--- src/rtl/tccu_defs.svh ---
// Purpose: shared constants of the capture/compare pair and its timer side
// Assumes: 4-bit register address, 8-bit register data
// Notes: offsets are per register; channel n sits at n * stride
`ifndef TCCU_DEFS_SVH
`define TCCU_DEFS_SVH

// register port widths, timer count width and channel count
`define TCCU_ADDR_W 4
`define TCCU_DATA_W 8
`define TCCU_COUNT_W 16
`define TCCU_CHANNELS 2

// per channel register offsets, added to the channel base
`define TCCU_OFS_CTRL 2'h0
`define TCCU_OFS_SRC 2'h1
`define TCCU_OFS_VAL_LO 2'h2
`define TCCU_OFS_VAL_HI 2'h3
// channel base addresses
`define TCCU_ADDR_CH0 4'h0
`define TCCU_ADDR_CH1 4'h4

// shared device registers
`define TCCU_ADDR_IRQ_REQ 4'h8
`define TCCU_ADDR_IRQ_EN 4'h9
`define TCCU_ADDR_ADC_SEL 4'hA

// timer side registers, kept by the host end
`define TCCU_ADDR_TMR_LO 4'hC
`define TCCU_ADDR_TMR_HI 4'hD
`define TCCU_ADDR_TMR_CTL 4'hE

// field positions
`define TCCU_CTRL_MODE_MSB 3
`define TCCU_CTRL_OUT_BIT 5
`define TCCU_ADC_SEL_EN_BIT 0
`define TCCU_ADC_SEL_CH_BIT 1
`define TCCU_TMR_CTL_RUN_BIT 0

// reset values
`define TCCU_RST_BYTE 8'h00
`define TCCU_RST_COUNT 16'h0000
`define TCCU_RST_PSC 4'h0

// prescaler terminal counts
`define TCCU_PSC_LAST4 2'h3
`define TCCU_PSC_LAST16 4'hF

`endif

--- src/rtl/tccu_pkg.sv ---
// Purpose: types shared by both ends of the capture/compare link
// Assumes: mode field is 4 bits, source select 3 bits
// Notes: mode codes not listed here act as channel off
package tccu_pkg;

  // channel_mode_field encodings
  typedef enum logic [3:0] {
    TCCU_MODE_OFF = 4'b0000,
    TCCU_MODE_CMP_TOGGLE = 4'b0001,
    TCCU_MODE_CMP_SET = 4'b0010,
    TCCU_MODE_CMP_CLEAR = 4'b0011,
    TCCU_MODE_CAP_FALL = 4'b0100,
    TCCU_MODE_CAP_RISE = 4'b0101,
    TCCU_MODE_CAP_RISE4 = 4'b0110,
    TCCU_MODE_CAP_RISE16 = 4'b0111,
    TCCU_MODE_CMP_ADC = 4'b1000,
    TCCU_MODE_CMP_SWIRQ = 4'b1001
  } tccu_mode_e;

  // capture_source_select encodings
  typedef enum logic [2:0] {
    TCCU_SRC_PIN = 3'b000,
    TCCU_SRC_CMP1 = 3'b001,
    TCCU_SRC_CMP2 = 3'b010,
    TCCU_SRC_PINCHG = 3'b011,
    TCCU_SRC_LC1 = 3'b100,
    TCCU_SRC_LC2 = 3'b101,
    TCCU_SRC_LC3 = 3'b110,
    TCCU_SRC_LC4 = 3'b111
  } tccu_src_e;

  typedef logic [15:0] tccu_count_t;
  typedef logic [7:0] tccu_byte_t;

endpackage : tccu_pkg

--- src/rtl/tccu_link_if.sv ---
// Purpose: link between the timer/cpu end and the capture/compare end
// Assumes: both ends run on the same clock
// Notes: register strobes are one cycle; read data one cycle later
interface tccu_link_if;
  // register access from the cpu side
  logic [3:0] reg_addr;
  logic [7:0] reg_wdata;
  logic reg_wr;
  logic reg_rd;
  logic [7:0] reg_rdata;
  // live timer count
  tccu_pkg::tccu_count_t timer_count;
  // capture sources
  logic [1:0] remapped_pin_input;
  logic comparator_one_synced;
  logic comparator_two_synced;
  logic pin_change_event;
  logic logic_cell_one_out;
  logic logic_cell_two_out;
  logic logic_cell_three_out;
  logic logic_cell_four_out;

  modport device (
    input reg_addr, reg_wdata, reg_wr, reg_rd, timer_count,
    input remapped_pin_input, comparator_one_synced, comparator_two_synced,
    input pin_change_event, logic_cell_one_out, logic_cell_two_out,
    input logic_cell_three_out, logic_cell_four_out,
    output reg_rdata
  );

  modport host (
    output reg_addr, reg_wdata, reg_wr, reg_rd, timer_count,
    output remapped_pin_input, comparator_one_synced, comparator_two_synced,
    output pin_change_event, logic_cell_one_out, logic_cell_two_out,
    output logic_cell_three_out, logic_cell_four_out,
    input reg_rdata
  );
endinterface : tccu_link_if

--- src/rtl/tccu_device.sv ---
// Purpose: two capture/compare channels working against a 16-bit count
// Assumes: timer count and capture sources arrive on this clock
// Notes: capture and match act one edge after the sampled source/count
// Function
// - capture copies full timer count into value pair
// - mode picks falling, rising, 4th or 16th rising
// - capture sets flag; only software clears it
// - new capture overwrites old value, no overrun
// - 3-bit select picks one of eight sources
// - capture sees actual pin level, even driven
// - mode change may raise a false flag
// - prescaler cleared when off, non-capture, reset
// - prescale change keeps counter; software zeroes control
// - timer runs synchronous to this clock
// - timer counts on instruction clock for capture
// - capture keeps working while timer count frozen
// - compare mode checks value pair against count
// - match toggles, sets, clears, triggers or interrupts
// - match sets flag and optional conversion trigger
// - both channels identical with own registers
// - zero control write forces compare latch low
//
// Local design decisions: the plain strobed port and the placing of the registers.
`include "tccu_defs.svh"

module tccu_device (
  input wire logic REF_CLK_IN,
  input wire logic NRST_IN,
  tccu_link_if.device LINK,
  output logic [1:0] CHANNEL_OUT_OUT,
  output logic ADC_TRIGGER_OUT,
  output logic [1:0] IRQ_FLAG_OUT
);

  // mode field decoders, unknown codes count as off
  function automatic logic tccu_is_cap(input logic [3:0] m);
    tccu_is_cap = (m == tccu_pkg::TCCU_MODE_CAP_FALL) ||
                  (m == tccu_pkg::TCCU_MODE_CAP_RISE) ||
                  (m == tccu_pkg::TCCU_MODE_CAP_RISE4) ||
                  (m == tccu_pkg::TCCU_MODE_CAP_RISE16);
  endfunction : tccu_is_cap

  function automatic logic tccu_is_cmp(input logic [3:0] m);
    tccu_is_cmp = (m == tccu_pkg::TCCU_MODE_CMP_TOGGLE) ||
                  (m == tccu_pkg::TCCU_MODE_CMP_SET) ||
                  (m == tccu_pkg::TCCU_MODE_CMP_CLEAR) ||
                  (m == tccu_pkg::TCCU_MODE_CMP_ADC) ||
                  (m == tccu_pkg::TCCU_MODE_CMP_SWIRQ);
  endfunction : tccu_is_cmp

  // write hit on one channel register
  function automatic logic tccu_ch_wr(input logic wr, input logic [3:0] a,
                                      input logic [3:0] base,
                                      input logic [1:0] ofs);
    tccu_ch_wr = wr && (a == (base | {2'h0, ofs}));
  endfunction : tccu_ch_wr

  logic [3:0] ctrl_q [2];
  logic [2:0] src_q [2];
  tccu_pkg::tccu_count_t value_q [2];
  logic [1:0] out_q;
  logic [1:0] flag_q;
  logic [1:0] irq_en_q;
  logic [1:0] adc_sel_q;
  logic adc_q;
  logic [7:0] rdata_q;
  logic [1:0] event_set;
  logic [1:0] adc_req;

  // the eight capture sources, pin level already synchronised upstream
  logic [7:0] src_bus [2];
  for (genvar c = 0; c < 2; c++)
  begin : g_src
    assign src_bus[c] = {LINK.logic_cell_four_out, LINK.logic_cell_three_out,
                         LINK.logic_cell_two_out, LINK.logic_cell_one_out,
                         LINK.pin_change_event, LINK.comparator_two_synced,
                         LINK.comparator_one_synced,
                         LINK.remapped_pin_input[c]};
  end

  // identical channel slices, each with its own registers
  for (genvar i = 0; i < 2; i++)
  begin : g_ch
    localparam logic [3:0] BASE = (i == 0) ? `TCCU_ADDR_CH0 : `TCCU_ADDR_CH1;
    logic level;
    logic level_q;
    logic [3:0] psc_q;
    logic cap_evt;
    logic match_q;
    logic match_now;
    logic match_rise;
    logic ctrl_wr;
    logic cap_mode;
    logic cmp_mode;

    assign ctrl_wr = tccu_ch_wr(LINK.reg_wr, LINK.reg_addr, BASE,
                                `TCCU_OFS_CTRL);
    assign cap_mode = tccu_is_cap(ctrl_q[i]);
    assign cmp_mode = tccu_is_cmp(ctrl_q[i]);

    // control and source select registers
    always_ff @(posedge REF_CLK_IN)
    begin
      if (!NRST_IN)
      begin
        ctrl_q[i] <= 4'h0;
        src_q[i] <= 3'h0;
      end
      else
      begin
        if (ctrl_wr)
          ctrl_q[i] <= LINK.reg_wdata[`TCCU_CTRL_MODE_MSB:0];
        if (tccu_ch_wr(LINK.reg_wr, LINK.reg_addr, BASE, `TCCU_OFS_SRC))
          src_q[i] <= LINK.reg_wdata[2:0];
      end
    end

    // source select and edge memory
    assign level = src_bus[i][src_q[i]];
    always_ff @(posedge REF_CLK_IN)
    begin
      if (!NRST_IN)
        level_q <= 1'b0;
      else
        level_q <= level;
    end

    // prescaler counts rising edges in capture modes only
    always_ff @(posedge REF_CLK_IN)
    begin
      if (!NRST_IN)
        psc_q <= `TCCU_RST_PSC;
      else if (!cap_mode)
        psc_q <= `TCCU_RST_PSC;
      else if (level && !level_q)
        psc_q <= psc_q + 4'h1;
    end

    // capture event per mode
    always_comb
    begin
      cap_evt = 1'b0;
      unique case (ctrl_q[i])
        tccu_pkg::TCCU_MODE_CAP_FALL: cap_evt = !level && level_q;
        tccu_pkg::TCCU_MODE_CAP_RISE: cap_evt = level && !level_q;
        tccu_pkg::TCCU_MODE_CAP_RISE4:
          cap_evt = level && !level_q &&
                    (psc_q[1:0] == `TCCU_PSC_LAST4);
        tccu_pkg::TCCU_MODE_CAP_RISE16:
          cap_evt = level && !level_q &&
                    (psc_q == `TCCU_PSC_LAST16);
        default: cap_evt = 1'b0;
      endcase
    end

    // value pair: capture beats a software write in the same cycle
    always_ff @(posedge REF_CLK_IN)
    begin
      if (!NRST_IN)
        value_q[i] <= `TCCU_RST_COUNT;
      else if (cap_evt)
        value_q[i] <= LINK.timer_count;
      else if (tccu_ch_wr(LINK.reg_wr, LINK.reg_addr, BASE, `TCCU_OFS_VAL_LO))
        value_q[i][7:0] <= LINK.reg_wdata;
      else if (tccu_ch_wr(LINK.reg_wr, LINK.reg_addr, BASE, `TCCU_OFS_VAL_HI))
        value_q[i][15:8] <= LINK.reg_wdata;
    end

    // equality detect; one action per match, not per held cycle
    assign match_now = cmp_mode && (value_q[i] == LINK.timer_count);
    assign match_rise = match_now && !match_q;
    always_ff @(posedge REF_CLK_IN)
    begin
      if (!NRST_IN)
        match_q <= 1'b0;
      else
        match_q <= match_now;
    end

    // compare output latch
    always_ff @(posedge REF_CLK_IN)
    begin
      if (!NRST_IN)
        out_q[i] <= 1'b0;
      else if (ctrl_wr && (LINK.reg_wdata == `TCCU_RST_BYTE))
        out_q[i] <= 1'b0;
      else if (match_rise)
      begin
        unique case (ctrl_q[i])
          tccu_pkg::TCCU_MODE_CMP_TOGGLE: out_q[i] <= !out_q[i];
          tccu_pkg::TCCU_MODE_CMP_SET: out_q[i] <= 1'b1;
          tccu_pkg::TCCU_MODE_CMP_CLEAR: out_q[i] <= 1'b0;
          default: out_q[i] <= out_q[i];
        endcase
      end
    end

    // events toward the shared flag and trigger logic
    assign event_set[i] = cap_evt || match_rise;
    assign adc_req[i] = match_rise &&
      ((ctrl_q[i] == tccu_pkg::TCCU_MODE_CMP_ADC) ||
       (adc_sel_q[`TCCU_ADC_SEL_EN_BIT] &&
        (adc_sel_q[`TCCU_ADC_SEL_CH_BIT] == 1'(i))));
  end

  // request flags: hardware only sets, a set beats a software clear
  always_ff @(posedge REF_CLK_IN)
  begin
    if (!NRST_IN)
      flag_q <= 2'h0;
    else if (LINK.reg_wr && (LINK.reg_addr == `TCCU_ADDR_IRQ_REQ))
      flag_q <= LINK.reg_wdata[1:0] | event_set;
    else
      flag_q <= flag_q | event_set;
  end

  // enable and trigger select registers
  always_ff @(posedge REF_CLK_IN)
  begin
    if (!NRST_IN)
    begin
      irq_en_q <= 2'h0;
      adc_sel_q <= 2'h0;
    end
    else if (LINK.reg_wr)
    begin
      if (LINK.reg_addr == `TCCU_ADDR_IRQ_EN)
        irq_en_q <= LINK.reg_wdata[1:0];
      if (LINK.reg_addr == `TCCU_ADDR_ADC_SEL)
        adc_sel_q <= LINK.reg_wdata[1:0];
    end
  end

  // conversion trigger, one cycle pulse
  always_ff @(posedge REF_CLK_IN)
  begin
    if (!NRST_IN)
      adc_q <= 1'b0;
    else
      adc_q <= |adc_req;
  end

  // read data, valid the cycle after the read strobe only
  always_ff @(posedge REF_CLK_IN)
  begin
    if (!NRST_IN)
      rdata_q <= `TCCU_RST_BYTE;
    else if (!LINK.reg_rd)
      rdata_q <= `TCCU_RST_BYTE;
    else if (!LINK.reg_addr[3])
    begin
      unique case (LINK.reg_addr[1:0])
        `TCCU_OFS_CTRL:
          rdata_q <= {2'h0, out_q[LINK.reg_addr[2]], 1'b0,
                      ctrl_q[LINK.reg_addr[2]]};
        `TCCU_OFS_SRC: rdata_q <= {5'h00, src_q[LINK.reg_addr[2]]};
        `TCCU_OFS_VAL_LO: rdata_q <= value_q[LINK.reg_addr[2]][7:0];
        `TCCU_OFS_VAL_HI: rdata_q <= value_q[LINK.reg_addr[2]][15:8];
      endcase
    end
    else if (LINK.reg_addr == `TCCU_ADDR_IRQ_REQ)
      rdata_q <= {6'h00, flag_q};
    else if (LINK.reg_addr == `TCCU_ADDR_IRQ_EN)
      rdata_q <= {6'h00, irq_en_q};
    else if (LINK.reg_addr == `TCCU_ADDR_ADC_SEL)
      rdata_q <= {6'h00, adc_sel_q};
    else
      rdata_q <= `TCCU_RST_BYTE; // unmapped and timer addresses read zero
  end

  assign LINK.reg_rdata = rdata_q;
  assign CHANNEL_OUT_OUT = out_q;
  assign ADC_TRIGGER_OUT = adc_q;
  assign IRQ_FLAG_OUT = flag_q;

endmodule : tccu_device

--- src/flat_wrapper.sv ---
// flat-port wrapper written by rule: the top's interface ports become plain ports
module tccu_device_flat 
  (REF_CLK_IN, NRST_IN, CHANNEL_OUT_OUT, ADC_TRIGGER_OUT, IRQ_FLAG_OUT, LINK_reg_addr, LINK_reg_wdata, LINK_reg_wr, LINK_reg_rd, LINK_timer_count, LINK_remapped_pin_input, LINK_comparator_one_synced, LINK_comparator_two_synced, LINK_pin_change_event, LINK_logic_cell_one_out, LINK_logic_cell_two_out, LINK_logic_cell_three_out, LINK_logic_cell_four_out, LINK_reg_rdata);
  tccu_link_if LINK_i ();
  input wire logic REF_CLK_IN;
  input wire logic NRST_IN;
  output logic [1:0] CHANNEL_OUT_OUT;
  output logic ADC_TRIGGER_OUT;
  output logic [1:0] IRQ_FLAG_OUT;
  input wire logic [$bits(LINK_i.reg_addr)-1:0] LINK_reg_addr;
  input wire logic [$bits(LINK_i.reg_wdata)-1:0] LINK_reg_wdata;
  input wire logic [$bits(LINK_i.reg_wr)-1:0] LINK_reg_wr;
  input wire logic [$bits(LINK_i.reg_rd)-1:0] LINK_reg_rd;
  input wire logic [$bits(LINK_i.timer_count)-1:0] LINK_timer_count;
  input wire logic [$bits(LINK_i.remapped_pin_input)-1:0] LINK_remapped_pin_input;
  input wire logic [$bits(LINK_i.comparator_one_synced)-1:0] LINK_comparator_one_synced;
  input wire logic [$bits(LINK_i.comparator_two_synced)-1:0] LINK_comparator_two_synced;
  input wire logic [$bits(LINK_i.pin_change_event)-1:0] LINK_pin_change_event;
  input wire logic [$bits(LINK_i.logic_cell_one_out)-1:0] LINK_logic_cell_one_out;
  input wire logic [$bits(LINK_i.logic_cell_two_out)-1:0] LINK_logic_cell_two_out;
  input wire logic [$bits(LINK_i.logic_cell_three_out)-1:0] LINK_logic_cell_three_out;
  input wire logic [$bits(LINK_i.logic_cell_four_out)-1:0] LINK_logic_cell_four_out;
  output wire logic [$bits(LINK_i.reg_rdata)-1:0] LINK_reg_rdata;
  assign LINK_i.reg_addr = LINK_reg_addr;
  assign LINK_i.reg_wdata = LINK_reg_wdata;
  assign LINK_i.reg_wr = LINK_reg_wr;
  assign LINK_i.reg_rd = LINK_reg_rd;
  assign LINK_i.timer_count = LINK_timer_count;
  assign LINK_i.remapped_pin_input = LINK_remapped_pin_input;
  assign LINK_i.comparator_one_synced = LINK_comparator_one_synced;
  assign LINK_i.comparator_two_synced = LINK_comparator_two_synced;
  assign LINK_i.pin_change_event = LINK_pin_change_event;
  assign LINK_i.logic_cell_one_out = LINK_logic_cell_one_out;
  assign LINK_i.logic_cell_two_out = LINK_logic_cell_two_out;
  assign LINK_i.logic_cell_three_out = LINK_logic_cell_three_out;
  assign LINK_i.logic_cell_four_out = LINK_logic_cell_four_out;
  assign LINK_reg_rdata = LINK_i.reg_rdata;
  tccu_device u_core (.REF_CLK_IN(REF_CLK_IN), .NRST_IN(NRST_IN), .LINK(LINK_i), .CHANNEL_OUT_OUT(CHANNEL_OUT_OUT), .ADC_TRIGGER_OUT(ADC_TRIGGER_OUT), .IRQ_FLAG_OUT(IRQ_FLAG_OUT));
endmodule
--- config.mk ---
export PLATFORM = sky130hd
export DESIGN_NAME = tccu_device_flat
export DESIGN_NICKNAME = d
export VERILOG_FILES = /design/src/rtl/tccu_pkg.sv /design/src/rtl/tccu_link_if.sv /design/src/rtl/tccu_device.sv /design/src/flat_wrapper.sv
export VERILOG_INCLUDE_DIRS = /design/src /design/src/rtl
export SDC_FILE = /design/constraint.sdc
export NUM_CORES = 1
export LEC_CHECK = 0
export BUFFER_PORTS_ARGS = -buffer_cell sky130_fd_sc_hd__buf_2
export CAP_MARGIN = 5
export CORE_MARGIN = 10
export CORE_UTILIZATION = 50
export DETAILED_ROUTE_END_ITERATION = 8
export GPL_TIMING_DRIVEN = 0
export PLACE_DENSITY = 0.78
export SLEW_MARGIN = 5
export SYNTH_ARGS = -nofsm -noshare
export SYNTH_HDL_FRONTEND = slang
export SYNTH_SLANG_ARGS = --single-unit
--- constraint.sdc ---
create_clock -name REF_CLK_IN -period 4.8 [get_ports REF_CLK_IN]
set_clock_uncertainty 0.2 [all_clocks]
set_input_delay 0 -clock REF_CLK_IN [delete_from_list [all_inputs] [get_ports REF_CLK_IN]]
set_output_delay 0 -clock REF_CLK_IN [all_outputs]
set_load 0.02 [all_outputs]
Word level (Yosys, flattened, before mapping)
Memories as Yosys holds them, arrays and structs flattened.
Cells that the tools add are included.
{"block": "word_totals", "output_inout_bits": 13, "memories": 3, "latchBits": 0, "input_bits": 41, "wordCells": 203, "mem_bits_ro": 0, "mem_bits_rw": 46, "reg_bits": 29}
{"block": "op_classes", "magnitude_cmp": 3, "n_eq_ne": 37, "div": 0, "n_mux": 63, "n_reduce_logical": 68, "addsub": 2, "mul": 0, "bitwise": 14, "shift": 0}
{"name": "u_core.value_q", "words": 2, "word_bits": 16, "rd": 3, "rd_clocked_by_memory_dff": 0, "wr": 2, "line": "tccu_device.sv:60", "text": "tccu_pkg::tccu_count_t value_q [2];"}
{"name": "u_core.ctrl_q", "words": 2, "word_bits": 4, "rd": 3, "rd_clocked_by_memory_dff": 0, "wr": 2, "line": "tccu_device.sv:58", "text": "logic [3:0] ctrl_q [2];"}
{"name": "u_core.src_q", "words": 2, "word_bits": 3, "rd": 3, "rd_clocked_by_memory_dff": 0, "wr": 2, "line": "tccu_device.sv:59", "text": "logic [2:0] src_q [2];"}
{"cell": "2-to-1 mux 8 bit", "count": 7}
{"cell": "equality test 4 x 3 -> 1 bit (second input constant)", "count": 12}
{"cell": "2-to-1 mux 1 bit", "count": 41}
{"cell": "equality test 4 bit (second input constant)", "count": 9}
{"cell": "equality test 16 bit", "count": 2}
{"cell": "2-to-1 mux 16 bit", "count": 2}
{"cell": "one-hot mux 8 bit (4 select lines)", "count": 1}
{"cell": "logical AND 1 bit", "count": 27}
{"cell": "equality test 4 x 2 -> 1 bit (second input constant)", "count": 6}
{"cell": "logical OR 1 bit", "count": 18}
{"cell": "AND reduction 2 bit", "count": 7}
{"cell": "equality test 4 x 1 -> 1 bit (second input constant)", "count": 3}
{"cell": "OR 1 bit", "count": 10}
{"cell": "adder 4 x 1 -> 4 bit (second input constant)", "count": 2}
{"cell": "equality test 2 bit (second input constant)", "count": 4}
{"cell": "logical NOT 1 bit", "count": 8}
{"cell": "logical NOT 8 bit", "count": 1}
{"cell": "less-than comparator 3 x 4 -> 1 bit (second input constant)", "count": 2}
{"cell": "2-to-1 mux 4 bit", "count": 2}
{"cell": "one-hot mux 1 bit (4 select lines)", "count": 2}
{"cell": "binary-select mux 1 bit (select 3 bit)", "count": 2}
{"cell": "2-to-1 mux 3 bit", "count": 2}
{"cell": "one-hot mux 1 bit (3 select lines)", "count": 2}
{"cell": "nonzero test 3 bit", "count": 2}
{"cell": "8 further kinds", "count": 13}

Longest topological paths before layout
An unclocked memory read counts as a cell.
{"block": "logic_depth", "ltp_word": 11, "depth_mapped": 8, "mapped_depth_nobuf": 6}

Least setup slack after synthesis
OpenSTA, ideal clock, no wires.
{"block": "synth_path", "kind": "register -> register", "from": "memory u_core.src_q[0][0]", "to": "memory u_core.value_q[0][0] in the netlist's numbering, enable pin", "arrival_ns": 2.196, "t_required_ns": 4.271, "path_stages_with_launch": 6, "path_slack_ns": 2.075, "path_buffers": 0, "setup_ns": 0.329, "synth_period_minus_slack_ns": 2.725, "path_cell_list": "edfxtp_1 > mux4_1 > mux2i_4 > mux2i_2 > or2_1 > nand3b_1"}
{"item": "start: declaration", "line": "tccu_device.sv:59"}
{"item": "end: declaration", "line": "tccu_device.sv:60"}

==> flow_summary_export.csv <==
group,metric,value,unit
run_status,status,"finished, final reports clean",
synthesis,synth_area_leaders,"edfxtp_1 32%, dfxtp_1 13%, mux4_2 6.3%",
critical_path,critPathLaunchType,"flip-flop",
synthesis,synth-seq-cells,75,
power_and_ir_drop,leakage,1.980,nW
placement,placed_area,4691,um2
synthesis,ys_types,52,
synthesis,synth_warnings,0,
route,drt_iter0_drc,495,
route,wl_per_cell,23.52,um
synthesis,synth_top_area_share,32.06,%
floorplanning,fp.dieArea,12730,um2
global_routing,grt_pass1_wl,21220,um
timing,final_max_slew_viol_count,0,
power_and_ir_drop,p_clk_share,39.2,%
floorplanning,start_util,51.92,%
placement,hpwl,9629,um
layout,final_nets,517,
clock_network,ctsHtreeMaxLevel,3,
route,wl,13760,um
hold_path,hold_start,"LINK_remapped_pin_input[1]",
clock_network,cts_buffers,9,
critical_path,reg2reg_slack,1430,ps
clock_network,worstSkewPairLatency,360,ps
clock_network,cts_resized,0,
synthesis,synthCells,378,
synthesis,synth_nets,421,
timing,rsz0062_at_grt,"no",
power_and_ir_drop,power_density,305.0,nW/um2
floorplanning,die_width,112.8,um
floorplanning,core_region_area,8299,um2
global_routing,antenna_found_initial,1,
placement,gp_congestion,0.9977,
layout,final_cell_mix,"51 x buf_2, 46 x edfxtp_1, 35 x dlygate4sd3_1",
timing,period_needed,3372,ps
critical_path,crit_fanout,10,
synthesis,synth-seq-area-share,45.53,%
clock_network,clkSinkCount,75,
critical_path,cp_data_arrival_time,3280,ps
timing,setup_tns,0,ps
synthesis,yosys.area.top_type,"edfxtp_1",
route,viasPerCell,6.574,
floorplanning,row_count,33,
critical_path,critPathRequiredTime,4710,ps
synthesis,syn_area_per_cell,11.40,um2
clock_network,clkSlewWorstSetupHoldPaths,80,ps
layout,fin_area,5305,um2
route,vias,3846,
critical_path,reg2reg_depth,7,
floorplanning,io_pins,54,
power_and_ir_drop,seqPwrFrac,46.3,%
layout,final_common_cell,"buf_2",
power_and_ir_drop,switchingPower,0.4085,mW
power_and_ir_drop,switching_share,25.24,%
global_routing,grt_max_degree,14,
hold_path,hold_end,"u_core.g_ch[1].level_q$_SDFF_PN0_",
floorplanning,die_height,112.8,um
synthesis,syn_area,4309,um2
run,cap_viol_max_count,0,
hold_path,min_path_cells,4,
timing,fin_crit_sh,70.24,%
timing,worstMarginPinSlew,790.4,ps
clock_network,clock_tree.root_cell,"clkbuf_8",
layout,final_core_util,63.92,%
route,ant_nets,0,
clock_network,cts_tree,"yes",
critical_path,rr_endpoint,"u_core.value_q[0][2]$_DFFE_PP_",
placement,port-buffer-count,50,
power_and_ir_drop,p_int,1.210,mW
critical_path,reg2reg_from,"u_core.src_q[0][0]$_SDFFCE_PN0P_",
power_and_ir_drop,peakVddDrop,0.1551,mV
critical_path,crit_path_end_kind,"flip-flop",
timing,max-slew-margin-rel,47.11,%
clock_network,post_cts_buffers,0,
timing,setup_violations,0,
route,drt-pass1-iter-count,5,
synthesis,ys_async_sr_fraction,0,%
power_and_ir_drop,p_comb_share,14.5,%
global_routing,overflow,0,
critical_path,critical_path_class,"flip-flop to flip-flop",
clock_network,clockBufferDepth,2,
global_routing,grtUsageTotal,20.95,%
timing,final_hold_viol_count,0,
synthesis,ys.flop_type,"edfxtp_1",
global_routing,first_global_vias,3928,
synthesis,synth-edff-count,46,
layout,synthToLayoutAreaGrowth,23.11,%
timing,max_freq,296.6,MHz
hold_path,hp-class,"primary input to flip-flop",
layout,final_layout_size_suffix_gt1_share,19.62,%
route,drc,0,
-- area by class of cell --
cell class              instances  area, um2
inverters                       4      15.01
clock buffers                  12      166.4
fillers                       607       2994
clock inverters                 4      95.09
well taps                     105      131.4
plain buffers                  17      83.83
diodes                          1      2.502
flip-flops and latches         75       1962
repair buffers                 85      600.6
multi-input cells             282       2248
-- routing by layer --
layer | wire (um) | GRT usage [%] | vias to the layer above | share of wire (%)
met2 | 6727 | 35.48 | 287 | 49
met5 | 0 | 0 | - | 0
met3 | 1680 | 4.173 | 54 | 12
met4 | 483 | 10.07 | 0 | 3.5
li1 | - | - | 1648 | -
met1 | 4867 | 24.84 | 1857 | 35
-- worst max-delay path, stage by stage (launching register included) --
cell	delay (ps)
edfxtp_1	420
mux4_1	620
mux2i_4	270
mux2i_2	600
nor2_8	130
buf_8	180
o2bb2ai_1	120
dlygate4sd3_1	570
-- cell usage after synthesis (6+ instances only) --
cell       instances
mux2i_1            8
dfxtp_1           29
nand3b_1          11
xnor2_1           24
mux4_2            12
o21ai_0           12
nor4_1             6
clkbuf_1          13
a32o_1            16
o2bb2ai_1         18
and2_1            14
edfxtp_1          46
nand2b_1           7
nand2_1           25
a21oi_1           12
xor2_1            14
nor2_1            25
nor3_1            11
and3_1            11
-- worst max-delay path by stage --
stage                     cells after the start  slack (ps)                                 end                              from
after floorplan                               5        2080      u_core.value_q[0][0]$_DFFE_PP_  u_core.src_q[0][0]$_SDFFCE_PN0P_
after global placement                        6        1590  u_core.value_q[1][6]$_SDFFCE_PN0P_  u_core.src_q[1][1]$_SDFFCE_PN0P_
after detailed placement                      5        1580      u_core.value_q[0][4]$_DFFE_PP_  u_core.src_q[0][0]$_SDFFCE_PN0P_
after CTS                                     7        1470      u_core.value_q[0][2]$_DFFE_PP_  u_core.src_q[0][0]$_SDFFCE_PN0P_
after global routing                          7        1300      u_core.value_q[0][4]$_DFFE_PP_  u_core.src_q[0][0]$_SDFFCE_PN0P_
final                                         7        1430      u_core.value_q[0][2]$_DFFE_PP_  u_core.src_q[0][0]$_SDFFCE_PN0P_
-- logic make-up after synthesis --
logic type,count (synthesis),synth area share [%]
AOI/OAI and AO/OA,74,13.71
xor gates and xnor gates,38,7.724
adders and majority gates,2,0.5806
buffers and inverters,21,2.294
DFF,75,45.53
muxes,28,11.85
and+or+nand+nor,140,18.32
-- flip-flops by register name (all words and copies together) (netlist names) --
| name | count |
|---|---|
| u_core.ADC_TRIGGER_OUT | 1 |
| u_core.CHANNEL_OUT_OUT | 2 |
| u_core.IRQ_FLAG_OUT | 2 |
| u_core.LINK.reg_rdata | 8 |
| u_core.adc_sel_q | 2 |
| u_core.ctrl_q | 8 |
| u_core.g_ch.level_q | 2 |
| u_core.g_ch.match_q | 2 |
| u_core.g_ch.psc_q | 8 |
| u_core.irq_en_q | 2 |
| u_core.src_q | 6 |
| u_core.value_q | 32 |
-- metrics by stage --
stage / power, mW / instances / setup WS, ps / hold WS (ps)
after floorplan: 0.8843 / 378 / 2075 / -47.48
after global placement: 0.9638 / 533 / 1586 / 79.92
after detailed placement: 0.9703 / 533 / 1581 / 82.84
after CTS: 1.602 / 584 / 1470 / 3.517
after global routing: 1.653 / 585 / 1302 / 46.06
final: 1.618 / 585 / 1428 / 4.085
-- power by group through the flow --
stage	clock network, mW	registers [mW]	logic (mW)
2_1_floorplan	0	0.752	0.132
3_3_place_gp	0	0.759	0.205
3_5_place_dp	0	0.761	0.209
4_1_cts	0.627	0.747	0.228
5_1_grt	0.655	0.751	0.247
6_report	0.635	0.749	0.235
-- timing repair --
item | 4_1_cts | 5_1_grt
hold buffers | 35 | 0
setup endpoints to repair | 0 | 0
endpoints found under the hold margin | 58 | 0
Power figures use the tool's default switching activity.
